### src/vlan_tupe_pkg.sv
/*
 * constants, field layouts and carrier types of the vlan table bulk updater.
 * assumes one core clock; the vlan table and its arbiter sit outside the block.
 */
package vlan_tupe_pkg;

   localparam int PORTS   = 53;
   localparam int GRP_W   = 16;
   localparam int ADDR_W  = 13;
   localparam int OTHER_W = 32;
   localparam int HI_W    = PORTS - 32;

   // register byte offsets
   localparam logic [7:0] OFF_MISC   = 8'h00;
   localparam logic [7:0] OFF_RANGE  = 8'h04;
   localparam logic [7:0] OFF_CLR_LO = 8'h08;
   localparam logic [7:0] OFF_CLR_HI = 8'h0c;
   localparam logic [7:0] OFF_SET_LO = 8'h10;
   localparam logic [7:0] OFF_SET_HI = 8'h14;
   localparam logic [7:0] OFF_REQVAL = 8'h18;
   localparam logic [7:0] OFF_VALMSK = 8'h1c;
   localparam logic [7:0] OFF_BITMSK = 8'h20;
   localparam logic [7:0] OFF_FA_LO  = 8'h24;
   localparam logic [7:0] OFF_FA_HI  = 8'h28;
   localparam logic [7:0] OFF_FB_LO  = 8'h2c;
   localparam logic [7:0] OFF_FB_HI  = 8'h30;

   // control word and range word fields
   localparam int MISC_LAUNCH = 0;
   localparam int MISC_VAL    = 1;
   localparam int MISC_BIT    = 2;
   localparam int MISC_FA     = 3;
   localparam int MISC_FB     = 4;
   localparam int MISC_COMB   = 5;
   localparam int MISC_W      = 6;
   localparam int RANGE_LAST  = 16;

   localparam logic [31:0]    RST_WORD  = 32'h0;
   localparam logic [PORTS-1:0] RST_MASK = '0;

   typedef struct packed {
      logic [OTHER_W-1:0] other;
      logic [GRP_W-1:0]   grp;
      logic [PORTS-1:0]   ports;
   } vlanEntry_t;

   typedef struct packed {
      logic             valEna;
      logic             bitEna;
      logic             aEna;
      logic             bEna;
      logic             combEna;
      logic [GRP_W-1:0] reqVal;
      logic [GRP_W-1:0] valMask;
      logic [GRP_W-1:0] bitMask;
      logic [PORTS-1:0] filtA;
      logic [PORTS-1:0] filtB;
      logic [PORTS-1:0] clr;
      logic [PORTS-1:0] set;
   } tupeCfg_t;

   typedef struct packed {
      logic              req;
      logic              we;
      logic [ADDR_W-1:0] addr;
      vlanEntry_t        wdata;
   } tableReq_t;

endpackage : vlan_tupe_pkg
### src/tupe_match_modify.sv
/*
 * qualification of one table entry and computation of its new port mask.
 * assumes a registered entry and stable configuration at its inputs.
 */
`timescale 1ns/100ps
`default_nettype none
module tupe_match_modify
   import vlan_tupe_pkg::*;
(
   // configuration and entry under test
   input  wire tupeCfg_t   cfg,
   input  wire vlanEntry_t entry,
   // result
   output logic            qualifies,
   output logic [PORTS-1:0] newPorts
);

   function automatic logic overlap53(input logic [PORTS-1:0] a, input logic [PORTS-1:0] b);
      overlap53 = |(a & b);
   endfunction : overlap53

   wire grpHit  = |(entry.grp & cfg.bitMask);
   wire valOk   = !cfg.valEna || ((entry.grp & cfg.valMask) == cfg.reqVal);
   wire bitOk   = !cfg.bitEna || grpHit;
   wire aOk     = !cfg.aEna || overlap53(entry.ports, cfg.filtA);
   wire bOk     = !cfg.bEna || overlap53(entry.ports, cfg.filtB);
   wire combOk  = !cfg.combEna || grpHit || overlap53(entry.ports, cfg.filtA);

   assign qualifies = valOk && bitOk && aOk && bOk && combOk;

   genvar p;
   generate
      for (p = 0; p < PORTS; p++) begin : g_port
         assign newPorts[p] = (cfg.clr[p] && cfg.set[p]) ? !entry.ports[p] :
                              cfg.clr[p] ? 1'b0 :
                              cfg.set[p] ? 1'b1 : entry.ports[p];
      end
   endgenerate

endmodule : tupe_match_modify
`default_nettype wire

### src/vlan_table_bulk_updater.sv
/*
 * apb register file and read-modify-write walker of the vlan table bulk updater.
 * assumes the table arbiter grants with tabGnt and returns read data with a
 * one-cycle tabRvalid pulse, all on clk.
 */
// The register offsets and the APB register port were decided locally.
`timescale 1ns/100ps
`default_nettype none
module vlan_table_bulk_updater
   import vlan_tupe_pkg::*;
(
   // clock and reset
   input  wire logic        clk,
   input  wire logic        reset_n,
   // apb slave
   input  wire logic        psel,
   input  wire logic        penable,
   input  wire logic        pwrite,
   input  wire logic [31:0] paddr,
   input  wire logic [31:0] pwdata,
   output logic [31:0]      prdata,
   output logic             pready,
   output logic             pslverr,
   // vlan table port
   output tableReq_t        tabReq,
   input  wire logic        tabGnt,
   input  wire logic        tabRvalid,
   input  wire vlanEntry_t  tabRdata
);

   // ***********************************************
   // register file
   // ***********************************************
   typedef enum {ST_IDLE, ST_READ, ST_WAIT, ST_EVAL, ST_WRITE} engState_t;

   logic [MISC_W-1:0] misc_ff;
   logic [ADDR_W-1:0] first_ff;
   logic [ADDR_W-1:0] last_ff;
   logic [PORTS-1:0]  clr_ff;
   logic [PORTS-1:0]  set_ff;
   logic [GRP_W-1:0]  reqVal_ff;
   logic [GRP_W-1:0]  valMask_ff;
   logic [GRP_W-1:0]  bitMask_ff;
   logic [PORTS-1:0]  filtA_ff;
   logic [PORTS-1:0]  filtB_ff;
   logic              pready_ff;
   logic              pslverr_ff;
   logic [31:0]       prdata_ff;
   engState_t         state_ff;
   engState_t         nxt_state;
   logic [ADDR_W-1:0] addr_ff;
   logic [ADDR_W-1:0] nxt_addr;
   logic              launch_ff;
   logic              nxt_launch;
   vlanEntry_t        entry_ff;
   vlanEntry_t        nxt_entry;
   tableReq_t         req_ff;
   tableReq_t         nxt_req;
   logic              qualifies;
   logic [PORTS-1:0]  newPorts;

   function automatic logic [PORTS-1:0] merge53(input logic [PORTS-1:0] old,
                                                input logic [31:0] d,
                                                input logic hi);
      merge53 = hi ? {d[HI_W-1:0], old[31:0]} : {old[PORTS-1:32], d};
   endfunction : merge53

   function automatic logic [31:0] hiWord(input logic [PORTS-1:0] v);
      hiWord = {{(32-HI_W){1'b0}}, v[PORTS-1:32]};
   endfunction : hiWord

   wire [7:0] offs    = paddr[7:0];
   wire       mapped  = (paddr[31:8] == 24'h0) && (offs <= OFF_FB_HI) && (offs[1:0] == 2'b00);
   wire       setup   = psel && !penable && !pready_ff;
   wire       wrEn    = psel && penable && pready_ff && pwrite && mapped;
   wire       wrMisc  = wrEn && offs == OFF_MISC;
   wire       wrRange = wrEn && offs == OFF_RANGE;
   wire       wrClr   = wrEn && (offs == OFF_CLR_LO || offs == OFF_CLR_HI);
   wire       wrSet   = wrEn && (offs == OFF_SET_LO || offs == OFF_SET_HI);
   wire       wrFa    = wrEn && (offs == OFF_FA_LO || offs == OFF_FA_HI);
   wire       wrFb    = wrEn && (offs == OFF_FB_LO || offs == OFF_FB_HI);
   wire       hiSel   = offs[2] ^ offs[3] ? (offs == OFF_CLR_HI || offs == OFF_SET_HI ||
                                            offs == OFF_FA_HI || offs == OFF_FB_HI) :
                                            (offs == OFF_CLR_HI || offs == OFF_SET_HI ||
                                            offs == OFF_FA_HI || offs == OFF_FB_HI);
   wire       start   = wrMisc && pwdata[MISC_LAUNCH] && state_ff == ST_IDLE
                        && first_ff <= last_ff;

   wire [31:0] miscRd = {{(32-MISC_W){1'b0}}, misc_ff[MISC_W-1:1], launch_ff};
   wire [31:0] rdMux  =
      offs == OFF_MISC   ? miscRd :
      offs == OFF_RANGE  ? {3'h0, last_ff, 3'h0, first_ff} :
      offs == OFF_CLR_LO ? clr_ff[31:0] :
      offs == OFF_CLR_HI ? hiWord(clr_ff) :
      offs == OFF_SET_LO ? set_ff[31:0] :
      offs == OFF_SET_HI ? hiWord(set_ff) :
      offs == OFF_REQVAL ? {16'h0, reqVal_ff} :
      offs == OFF_VALMSK ? {16'h0, valMask_ff} :
      offs == OFF_BITMSK ? {16'h0, bitMask_ff} :
      offs == OFF_FA_LO  ? filtA_ff[31:0] :
      offs == OFF_FA_HI  ? hiWord(filtA_ff) :
      offs == OFF_FB_LO  ? filtB_ff[31:0] :
      offs == OFF_FB_HI  ? hiWord(filtB_ff) : RST_WORD;

   // apb answers one cycle after setup, with no wait states
   always_ff @(posedge clk) begin
      if (!reset_n) begin
         pready_ff  <= 1'b0;
         pslverr_ff <= 1'b0;
         prdata_ff  <= RST_WORD;
      end else begin
         pready_ff  <= setup;
         pslverr_ff <= setup && !mapped;
         prdata_ff  <= (setup && !pwrite && mapped) ? rdMux : RST_WORD;
      end
   end

   always_ff @(posedge clk) begin
      if (!reset_n) begin
         misc_ff    <= '0;
         first_ff   <= '0;
         last_ff    <= '0;
         reqVal_ff  <= '0;
         valMask_ff <= '0;
         bitMask_ff <= '0;
      end else begin
         if (wrMisc)
            misc_ff <= {pwdata[MISC_W-1:1], 1'b0};
         if (wrRange) begin
            first_ff <= pwdata[ADDR_W-1:0];
            last_ff  <= pwdata[RANGE_LAST+ADDR_W-1:RANGE_LAST];
         end
         if (wrEn && offs == OFF_REQVAL)
            reqVal_ff <= pwdata[GRP_W-1:0];
         if (wrEn && offs == OFF_VALMSK)
            valMask_ff <= pwdata[GRP_W-1:0];
         if (wrEn && offs == OFF_BITMSK)
            bitMask_ff <= pwdata[GRP_W-1:0];
      end
   end

   always_ff @(posedge clk) begin
      if (!reset_n) begin
         clr_ff   <= RST_MASK;
         set_ff   <= RST_MASK;
         filtA_ff <= RST_MASK;
         filtB_ff <= RST_MASK;
      end else begin
         if (wrClr)
            clr_ff <= merge53(clr_ff, pwdata, hiSel);
         if (wrSet)
            set_ff <= merge53(set_ff, pwdata, hiSel);
         if (wrFa)
            filtA_ff <= merge53(filtA_ff, pwdata, hiSel);
         if (wrFb)
            filtB_ff <= merge53(filtB_ff, pwdata, hiSel);
      end
   end

   // ***********************************************
   // entry qualification and modification
   // ***********************************************
   wire tupeCfg_t cfg = '{valEna: misc_ff[MISC_VAL], bitEna: misc_ff[MISC_BIT],
                          aEna: misc_ff[MISC_FA], bEna: misc_ff[MISC_FB],
                          combEna: misc_ff[MISC_COMB], reqVal: reqVal_ff,
                          valMask: valMask_ff, bitMask: bitMask_ff, filtA: filtA_ff,
                          filtB: filtB_ff, clr: clr_ff, set: set_ff};

   tupe_match_modify u_match (
      .cfg       (cfg),
      .entry     (entry_ff),
      .qualifies (qualifies),
      .newPorts  (newPorts)
   );

   // ***********************************************
   // table walker
   // ***********************************************
   wire               lastAddr = addr_ff == last_ff;
   wire [ADDR_W-1:0]  addrInc  = addr_ff + 13'h1;
   wire               advance  = (state_ff == ST_EVAL && !qualifies) ||
                                 (state_ff == ST_WRITE && tabGnt);

   always_comb begin
      nxt_state  = state_ff;
      nxt_addr   = addr_ff;
      nxt_launch = launch_ff;
      nxt_entry  = entry_ff;
      nxt_req    = req_ff;
      case (state_ff)
         ST_IDLE: begin
            if (start) begin
               nxt_launch = 1'b1;
               nxt_addr   = first_ff;
               nxt_req    = '{req: 1'b1, we: 1'b0, addr: first_ff, wdata: '0};
               nxt_state  = ST_READ;
            end
         end
         ST_READ: begin
            if (tabGnt) begin
               nxt_req.req = 1'b0;
               nxt_state   = ST_WAIT;
            end
         end
         ST_WAIT: begin
            if (tabRvalid) begin
               nxt_entry = tabRdata;
               nxt_state = ST_EVAL;
            end
         end
         ST_EVAL: begin
            if (qualifies) begin
               nxt_req   = '{req: 1'b1, we: 1'b1, addr: addr_ff,
                             wdata: '{other: entry_ff.other, grp: entry_ff.grp,
                                      ports: newPorts}};
               nxt_state = ST_WRITE;
            end
         end
         ST_WRITE: begin
            if (tabGnt)
               nxt_req.req = 1'b0;
         end
         default: begin
            nxt_state = ST_IDLE;
         end
      endcase
      if (advance) begin
         if (lastAddr) begin
            nxt_launch = 1'b0;
            nxt_state  = ST_IDLE;
         end else begin
            nxt_addr  = addrInc;
            nxt_req   = '{req: 1'b1, we: 1'b0, addr: addrInc, wdata: '0};
            nxt_state = ST_READ;
         end
      end
   end

   always_ff @(posedge clk) begin
      if (!reset_n) begin
         state_ff  <= ST_IDLE;
         addr_ff   <= '0;
         launch_ff <= 1'b0;
         entry_ff  <= '0;
         req_ff    <= '0;
      end else begin
         state_ff  <= nxt_state;
         addr_ff   <= nxt_addr;
         launch_ff <= nxt_launch;
         entry_ff  <= nxt_entry;
         req_ff    <= nxt_req;
      end
   end

   assign tabReq  = req_ff;
   assign prdata  = prdata_ff;
   assign pready  = pready_ff;
   assign pslverr = pslverr_ff;

   wire evalQ = state_ff == ST_EVAL && qualifies;
endmodule : vlan_table_bulk_updater
`default_nettype wire

### config.mk
export PLATFORM = sky130hd
export DESIGN_NAME = vlan_table_bulk_updater
export DESIGN_NICKNAME = d
export VERILOG_FILES = /design/src/vlan_tupe_pkg.sv /design/src/tupe_match_modify.sv /design/src/vlan_table_bulk_updater.sv
export SDC_FILE = /design/constraint.sdc
export NUM_CORES = 1
export LEC_CHECK = 0
export ABC_CLOCK_PERIOD_IN_PS = 5700
export BUFFER_PORTS_ARGS = -buffer_cell sky130_fd_sc_hd__buf_2
export CAP_MARGIN = 25
export CORE_MARGIN = 2
export CORE_UTILIZATION = 55
export DETAILED_ROUTE_END_ITERATION = 10
export PLACE_DENSITY = 0.85
export SYNTH_ARGS = -nofsm -noshare
export SYNTH_HDL_FRONTEND = slang
export SYNTH_SLANG_ARGS = --single-unit
### constraint.sdc
create_clock -name clk -period 5.7 [get_ports clk]
set_clock_uncertainty 0.1 [all_clocks]
set_input_delay 1.14 -clock clk [delete_from_list [all_inputs] [get_ports clk]]
set_output_delay 1.14 -clock clk [all_outputs]
set_load 0.02 [all_outputs]
==> results.json, run 1 <==
{
  "min_period_ps": 4520,
  "r2r-end": "tabReq[55]$_SDFF_PN0_",
  "area.growth.synth_to_final_pct": 16.3,
  "setup_viol": 0,
  "hold_start": "entry_ff[84]$_SDFFE_PN0P_",
  "path_cells": "a22o_1 -> a221oi_1 -> nand4_1 -> or4_4 -> o211a_1 -> a21oi_2 -> and3_4 -> buf_4 -> a22o_1",
  "synth-edff-count": 0,
  "pin_count": 322,
  "rsz0062_at_grt": "no",
  "routed_wl_mm": 92.8,
  "p_total_uw": 7940,
  "grt_pass1_wl_mm": 135,
  "firstDrtPassIters": 7,
  "drt-initial-drc-count": 3945,
  "initial_core_util_pct": 55.5,
  "tns_ps": 0,
  "grt_util_all_layers_pct": 40.6,
  "crit_buf_inv": 1,
  "syn_inst": 2841,
  "finalMaxSlewViolations": 0,
  "fin_worst_hold_slack_ps": 357,
  "ctsResizeCount": 0,
  "path_clk_slew_ps": 60,
  "avgViaCountPerCell": 6.60,
  "worst_pin_slew_ps": 1210,
  "postRouteAntennaNets": 0,
  "first_global_vias": 21900,
  "chipWidth_um": 209,
  "htreeDepth": 2,
  "num_rows": 75,
  "die-area_um2": 43700,
  "tritoncts": "done",
  "clkLatencyLatePin_ps": 630,
  "fin_crit_sh_pct": 79.2,
  "holdPathEnd": "entry_ff[84]$_SDFFE_PN0P_",
  "finalHoldViolCount": 0,
  "r2r_setup_slack_ps": 1180,
  "synth-main-ff-cell": "dfxtp_1",
  "max_freq_mhz": 221,
  "final_nets": 3236,
  "wl_per_cell_um": 25.5,
  "antenna_found_initial": 1,
  "arrival_ps": 4970,
  "synth_cell_types": 74,
  "final_area_um2": 26900,
  "worst_path_dominant_cell_family": "compound AO/OA/AOI/OAI gates",
  "grt_max_degree": 213,
  "required_ps": 6160,
  "ir_drop_mv": 0.236,
  "io_buffers": 321,
  "grt-ovfl-total": 0,
  "die_h_um": 209,
  "power.density_nw_per_um2": 296,
  "drv_cap": 0,
  "rr_startpoint": "entry_ff[40]$_SDFFE_PN0P_",
  "rr_worst_depth": 9,
  "vias": 24000,
  "crit_path_max_incr_delay_ps": 920,
  "synthArstFlopShare_pct": 0,
  "cts.sink_count": 559,
  "p_leak_uw": 0.00985,
  "hold_buffers": 0,
  "syn_nets": 3027,
  "synth.avg_cell_area_um2": 8.13,
  "cts-root-to-sink-buffers": 3,
  "crit_type": "flop to flop",
  "status": "completed",
  "yosysWarnings": 0,
  "hpwl_mm": 64.3,
  "min_path_type": "flop to flop",
  "cp_max_fo": 74,
  "max-slew-margin-rel_pct": 19.4,
  "cts_setup_buffers": 0,
  "cp-start-kind": "flop",
  "ys_seq_elements": 559,
  "syn_area_um2": 23100,
  "holdPathStages": 2,
  "layout-drive-gt1-share_pct": 16.1,
  "core_um2": 41700,
  "end_kind": "flop",
  "ys_seq_area_share_pct": 48.4,
  "cts_buffers": 56,
  "cp_common_cell": "a22o_1",
  "cts_root_buffer": "clkbuf_16",
  "critPathSlowestCell": "and3_4",
  "postPlaceCellArea_um2": 25000,
  "gp_congestion": 1.04,
  "drcViolationCount": 0
}
[layout by cell type, fill, tap and decap left out, types with 4 or more instances in the layout]
cell / netlist / routed
nand2_1: 791 / 790
dfxtp_1: 559 / 559
a21oi_1: 497 / 497
buf_2: 25 / 321
a22o_1: 138 / 138
nand3_1: 98 / 97
nor2_1: 92 / 90
a22oi_1: 74 / 74
clkbuf_16: 0 / 57
buf_4: 1 / 49
a221oi_1: 37 / 37
o21ai_0: 31 / 31
xor2_1: 29 / 29
a222oi_1: 21 / 21
inv_1: 20 / 19
nand4_1: 19 / 19
ha_1: 14 / 14
mux2i_1: 13 / 13
and2_1: 13 / 13
o22ai_1: 13 / 13
clkbuf_1: 183 / 13
nor4_1: 11 / 11
clkinv_2: 0 / 11
nor3_1: 10 / 9
a31oi_1: 9 / 9
clkbuf_8: 0 / 9
o211ai_1: 8 / 8
and3_1: 10 / 7
o221ai_1: 7 / 7
a21boi_0: 7 / 7
a2111oi_0: 7 / 7
o21a_1: 6 / 6
bufinv_16: 0 / 6
buf_12: 0 / 5
and4_1: 4 / 4
a21o_1: 4 / 4
mux2_2: 4 / 4
[worst reg2reg max path: stages (launching register included)]
cell	delay, ps
dfxtp_1	390
a22o_1	320
a221oi_1	360
nand4_1	130
or4_4	580
o211a_1	430
a21oi_2	580
and3_4	920
buf_4	460
a22o_1	170
[Yosys cell counts, drive strengths merged (4+ instances only)]
master / count / area share, %
nor3: 10 / 0.22
inv: 20 / 0.32
dfxtp: 559 / 48
and4: 4 / 0.15
and3: 11 / 0.32
o21ai: 34 / 0.79
o22ai: 13 / 0.35
mux2: 4 / 0.19
and2: 14 / 0.38
mux2i: 13 / 0.56
a21o: 4 / 0.13
buf: 45 / 1.4
o211ai: 9 / 0.31
nand2: 791 / 13
clkbuf: 183 / 3.0
a31oi: 9 / 0.24
o21a: 6 / 0.19
a2111oi: 7 / 0.27
a21oi: 499 / 11
a22oi: 74 / 2.4
nand4: 19 / 0.51
a21boi: 7 / 0.23
ha: 14 / 0.76
xor2: 29 / 1.1
a222oi: 21 / 0.91
a221oi: 39 / 1.5
nor4: 14 / 0.54
o221ai: 7 / 0.27
nor2: 92 / 1.5
nand3: 98 / 2.1
a22o: 138 / 5.2
nor2b: 4 / 0.11
or4: 4 / 0.15
[through the flow]
stage	instances	setup WS, ps	utilization [%]
final	3633	1180	64.5
after global routing	3632	1010	64.5
after CTS	3630	1240	64.4
after detailed placement	3529	1220	59.9
after global placement	3527	1250	59.8
after floorplan	2841	2300	-
[where the power goes]
part / internal (uW) / leakage [uW] / total, uW / switching (uW)
clock: 2220 / 0.000924 / 3820 / 1600
sequential: 3910 / 0.00450 / 3910 / 0.268
combinational: 59.5 / 0.00442 / 217 / 157
[layout make-up]
type,instances,area (um^2)
Fill cell,3511,14800
Multi-Input combinational cell,2034,10900
Clock inverter,22,277
Inverter,20,82.6
Timing Repair Buffer,379,2150
Tap cell,539,674
Antenna cell,1,2.50
Clock buffer,79,1600
Sequential cell,559,11200
[layer usage]
layer	part of all wire [%]	up-vias	wire [um]	global-route usage (%)
li1	-	10400	-	-
met1	38	11300	35200	54.3
met2	43	1890	40000	61.3
met3	13	377	12000	9.50
met4	6.0	0	5580	21.6
met5	0	-	0	0
[state kept, by name, indices dropped and copies added (netlist names)]
name	flops
clr_ff	53
set_ff	53
tabReq	116
last_ff	13
pslverr	1
launch_ff	1
state_ff	3
prdata	32
first_ff	13
misc_ff	5
filtA_ff	53
pready	1
bitMask_ff	16
valMask_ff	16
reqVal_ff	16
filtB_ff	53
entry_ff	101
addr_ff	13
[worst max path at each step]
stage | from | endpoint | depth (start not counted) | slack, ps
5_1_grt | entry_ff[40]$_SDFFE_PN0P_ | tabReq[92]$_SDFF_PN0_ | 9 | 1010
4_1_cts | entry_ff[40]$_SDFFE_PN0P_ | tabReq[55]$_SDFF_PN0_ | 9 | 1240
3_3_place_gp | paddr[1] | prdata[10]$_SDFF_PP0_ | 8 | 1250
3_5_place_dp | paddr[1] | clr_ff[13]$_SDFFE_PN0P_ | 9 | 1220
6_report | entry_ff[40]$_SDFFE_PN0P_ | tabReq[55]$_SDFF_PN0_ | 9 | 1180
2_1_floorplan | paddr[13] | tabReq[21]$_SDFF_PN0_ | 10 | 2300
[cell families after synthesis]
family / after synthesis / share of synthesized area (%)
multiplexers: 17 / 0.758
XOR/XNOR: 32 / 1.21
AO/OA/AOI/OAI: 898 / 24.9
adder cells (fa/ha/maj): 14 / 0.758
AND/OR/NAND/NOR: 1073 / 19.2
buffers and inverters: 248 / 4.67
flip-flops: 559 / 48.4
Power figures use the tool's default switching activity.
==> inputs of run 2 (changes only) <==
--- a/config.mk
+++ b/config.mk
@@ -5,13 +5,14 @@
 export SDC_FILE = /design/constraint.sdc
 export NUM_CORES = 1
 export LEC_CHECK = 0
-export ABC_CLOCK_PERIOD_IN_PS = 5700
+export ABC_AREA = 1
+export ABC_CLOCK_PERIOD_IN_PS = 4000
 export BUFFER_PORTS_ARGS = -buffer_cell sky130_fd_sc_hd__buf_2
 export CAP_MARGIN = 25
 export CORE_MARGIN = 2
-export CORE_UTILIZATION = 55
+export CORE_UTILIZATION = 52
 export DETAILED_ROUTE_END_ITERATION = 10
-export PLACE_DENSITY = 0.85
+export PLACE_DENSITY = 0.84
 export SYNTH_ARGS = -nofsm -noshare
 export SYNTH_HDL_FRONTEND = slang
 export SYNTH_SLANG_ARGS = --single-unit
==> constraint.sdc (replaced) <==
create_clock -name clk -period 4 [get_ports clk]
set_clock_uncertainty 0.1 [all_clocks]
set_input_delay 0.8 -clock clk [delete_from_list [all_inputs] [get_ports clk]]
set_output_delay 0.8 -clock clk [all_outputs]
set_load 0.02 [all_outputs]
==> results.json, run 2 <==
{
  "gp_congestion": 1.04,
  "max-slew-margin-rel_pct": 29.0,
  "cp_common_cell": "nand2_1",
  "synth_xor_area_share_pct": 0.550,
  "grt_pass1_wl_mm": 130,
  "tritoncts": "done",
  "layout_commonest_cell": "nand2_1",
  "ys_seq_elements": 559,
  "cp-start-kind": "flop",
  "status": "completed",
  "ir_drop_mv": 0.320,
  "die-area_um2": 47700,
  "cp_max_fo": 82,
  "num_rows": 78,
  "clkLatencyLatePin_ps": 640,
  "final_area_um2": 28000,
  "ys_seq_area_share_pct": 46.9,
  "synth-main-ff-cell": "dfxtp_1",
  "required_ps": 4370,
  "post-place-cells": 4102,
  "tns_ps": 0,
  "yosys.cell_count.top_type": "nand2_1",
  "layout_common_cells": "nand2_1, dfxtp_1, nor2_1, o21ai_0, a21oi_1",
  "path_clk_slew_ps": 60,
  "cts_setup_buffers": 0,
  "grt_max_degree": 163,
  "wl_per_cell_um": 20.7,
  "min_path_type": "flop to flop",
  "p_leak_uw": 0.0118,
  "crit_type": "flop to flop",
  "end_kind": "flop",
  "syn_nets": 3517,
  "critPathSlowestCell": "nand2_1",
  "finalMaxSlewViolations": 0,
  "synth_compound_area_share_pct": 23.0,
  "fin_crit_sh_pct": 86.9,
  "ctsResizeCount": 0,
  "syn_inst": 3331,
  "cts.sink_count": 559,
  "yosys.area.top_type": "dfxtp_1",
  "chipWidth_um": 218,
  "hold_buffers": 0,
  "synth-simple-area-share_pct": 20.7,
  "worst_path_dominant_cell_family": "simple AND/OR/NAND/NOR gates",
  "finalHoldViolCount": 0,
  "min_period_ps": 3470,
  "layout-drive-gt1-share_pct": 14.2,
  "grt-ovfl-total": 0,
  "cts_root_buffer": "clkbuf_16",
  "area.growth.synth_to_final_pct": 17.0,
  "htreeDepth": 2,
  "synth_cell_types": 45,
  "crit_buf_inv": 1,
  "vias": 24800,
  "final_nets": 3745,
  "firstDrtPassIters": 6,
  "pin_count": 322,
  "synth_area_leaders": "dfxtp_1, o21ai_0, nand2_1",
  "first_global_vias": 22500,
  "setup_viol": 0,
  "p_total_uw": 13000,
  "post-place-ws_ps": 86.8,
  "yosys-mux-area-fraction_pct": 0,
  "synth-edff-count": 0,
  "initial_core_util_pct": 52.6,
  "synth_top_family_by_area": "compound AO/OA/AOI/OAI gates",
  "path_cells": "nand2_1 -> nand2_1 -> nor2_1 -> nand2_1 -> nor2_1 -> nand2_1 -> nor2_1 -> nand2_1 -> nand3_1 -> nand2_1 -> nand2_1 -> nand2_2 -> nand2_4 -> buf_12 -> nor2_1",
  "synth_adder_area_share_pct": 0.733,
  "drt-initial-drc-count": 3748,
  "yosysWarnings": 0,
  "postPlaceCellArea_um2": 26000,
  "synthTopCellsByCount": "nand2_1, dfxtp_1, nor2_1",
  "worst_pin_slew_ps": 1060,
  "die_h_um": 218,
  "io_buffers": 321,
  "routed_wl_mm": 87.0,
  "synth.avg_cell_area_um2": 7.17,
  "fin_cells": 4204,
  "largest_register_ffs": 116,
  "hpwl_mm": 60.9,
  "drcViolationCount": 0,
  "cts-root-to-sink-buffers": 3,
  "crit_path_max_incr_delay_ps": 360,
  "syn_area_um2": 23900,
  "synthArstFlopShare_pct": 0,
  "worst_slack_ps": 526,
  "cts_buffers": 55,
  "avgViaCountPerCell": 5.90,
  "rsz0062_at_grt": "no",
  "drv_cap": 0,
  "antenna_found_initial": 4,
  "grt_util_all_layers_pct": 35.4,
  "arrival_ps": 3840,
  "max_freq_mhz": 288,
  "core_um2": 45400,
  "yosys.area.top_type_share_pct": 46.9,
  "power.density_nw_per_um2": 467,
  "postRouteAntennaNets": 0
}
[run 2: final timing paths]
check | from | end | slack (ps) | cells past startpoint
max reg2reg | entry_ff[47]$_SDFFE_PN0P_ | tabReq[67]$_SDFF_PN0_ | 530 | 15
max | entry_ff[47]$_SDFFE_PN0P_ | tabReq[67]$_SDFF_PN0_ | 530 | 15
min | entry_ff[73]$_SDFFE_PN0P_ | entry_ff[73]$_SDFFE_PN0P_ | 350 | 2
min reg2reg | entry_ff[73]$_SDFFE_PN0P_ | entry_ff[73]$_SDFFE_PN0P_ | 350 | 2
[run 2: final cells by class]
class                   count  area (um^2)
clock inverters            27          389
multi-input cells        2267        10800
flip-flops and latches    559        11200
diodes                      4         10.0
well taps                 600          751
fillers                  3967        17400
repair buffers            373         2140
inverters                 303         1140
clock buffers              71         1550
[run 2: metal layers]
layer	global-route usage [%]	up-vias	part of all wire (%)	wire, um
li1	-	11500	-	-
met1	45.0	11300	37	32300
met2	53.8	1714	43	37400
met3	8.60	338	12	10900
met4	22.9	4	7.3	6390
met5	0	-	0.031	27
[run 2: through the flow]
stage | hold slack, ps | utilization (%)
floorplan | 324 | -
global placement | 331 | 57.3
detailed placement | 337 | 57.3
CTS | 342 | 61.6
global route | 355 | 61.6
finish | 346 | 61.6
[run 2: cells by family after synthesis]
family | count (synthesis)
and+or+nand+nor | 1236
AOI/OAI and AO/OA | 1002
DFF | 559
buffers and inverters | 505
xor gates and xnor gates | 15
adders and majority gates | 14
[run 2: worst min-delay path: stages (launching register included)]
cell	delay, ps
dfxtp_1	310
inv_1	50
a21oi_1	50
[run 2: report_power, final]
group	internal (uW)	switching (uW)	total (uW)
Clock	3300	2300	5610
Combinational	393	1020	1410
Sequential	5800	219	6020
Total	9500	3540	13000
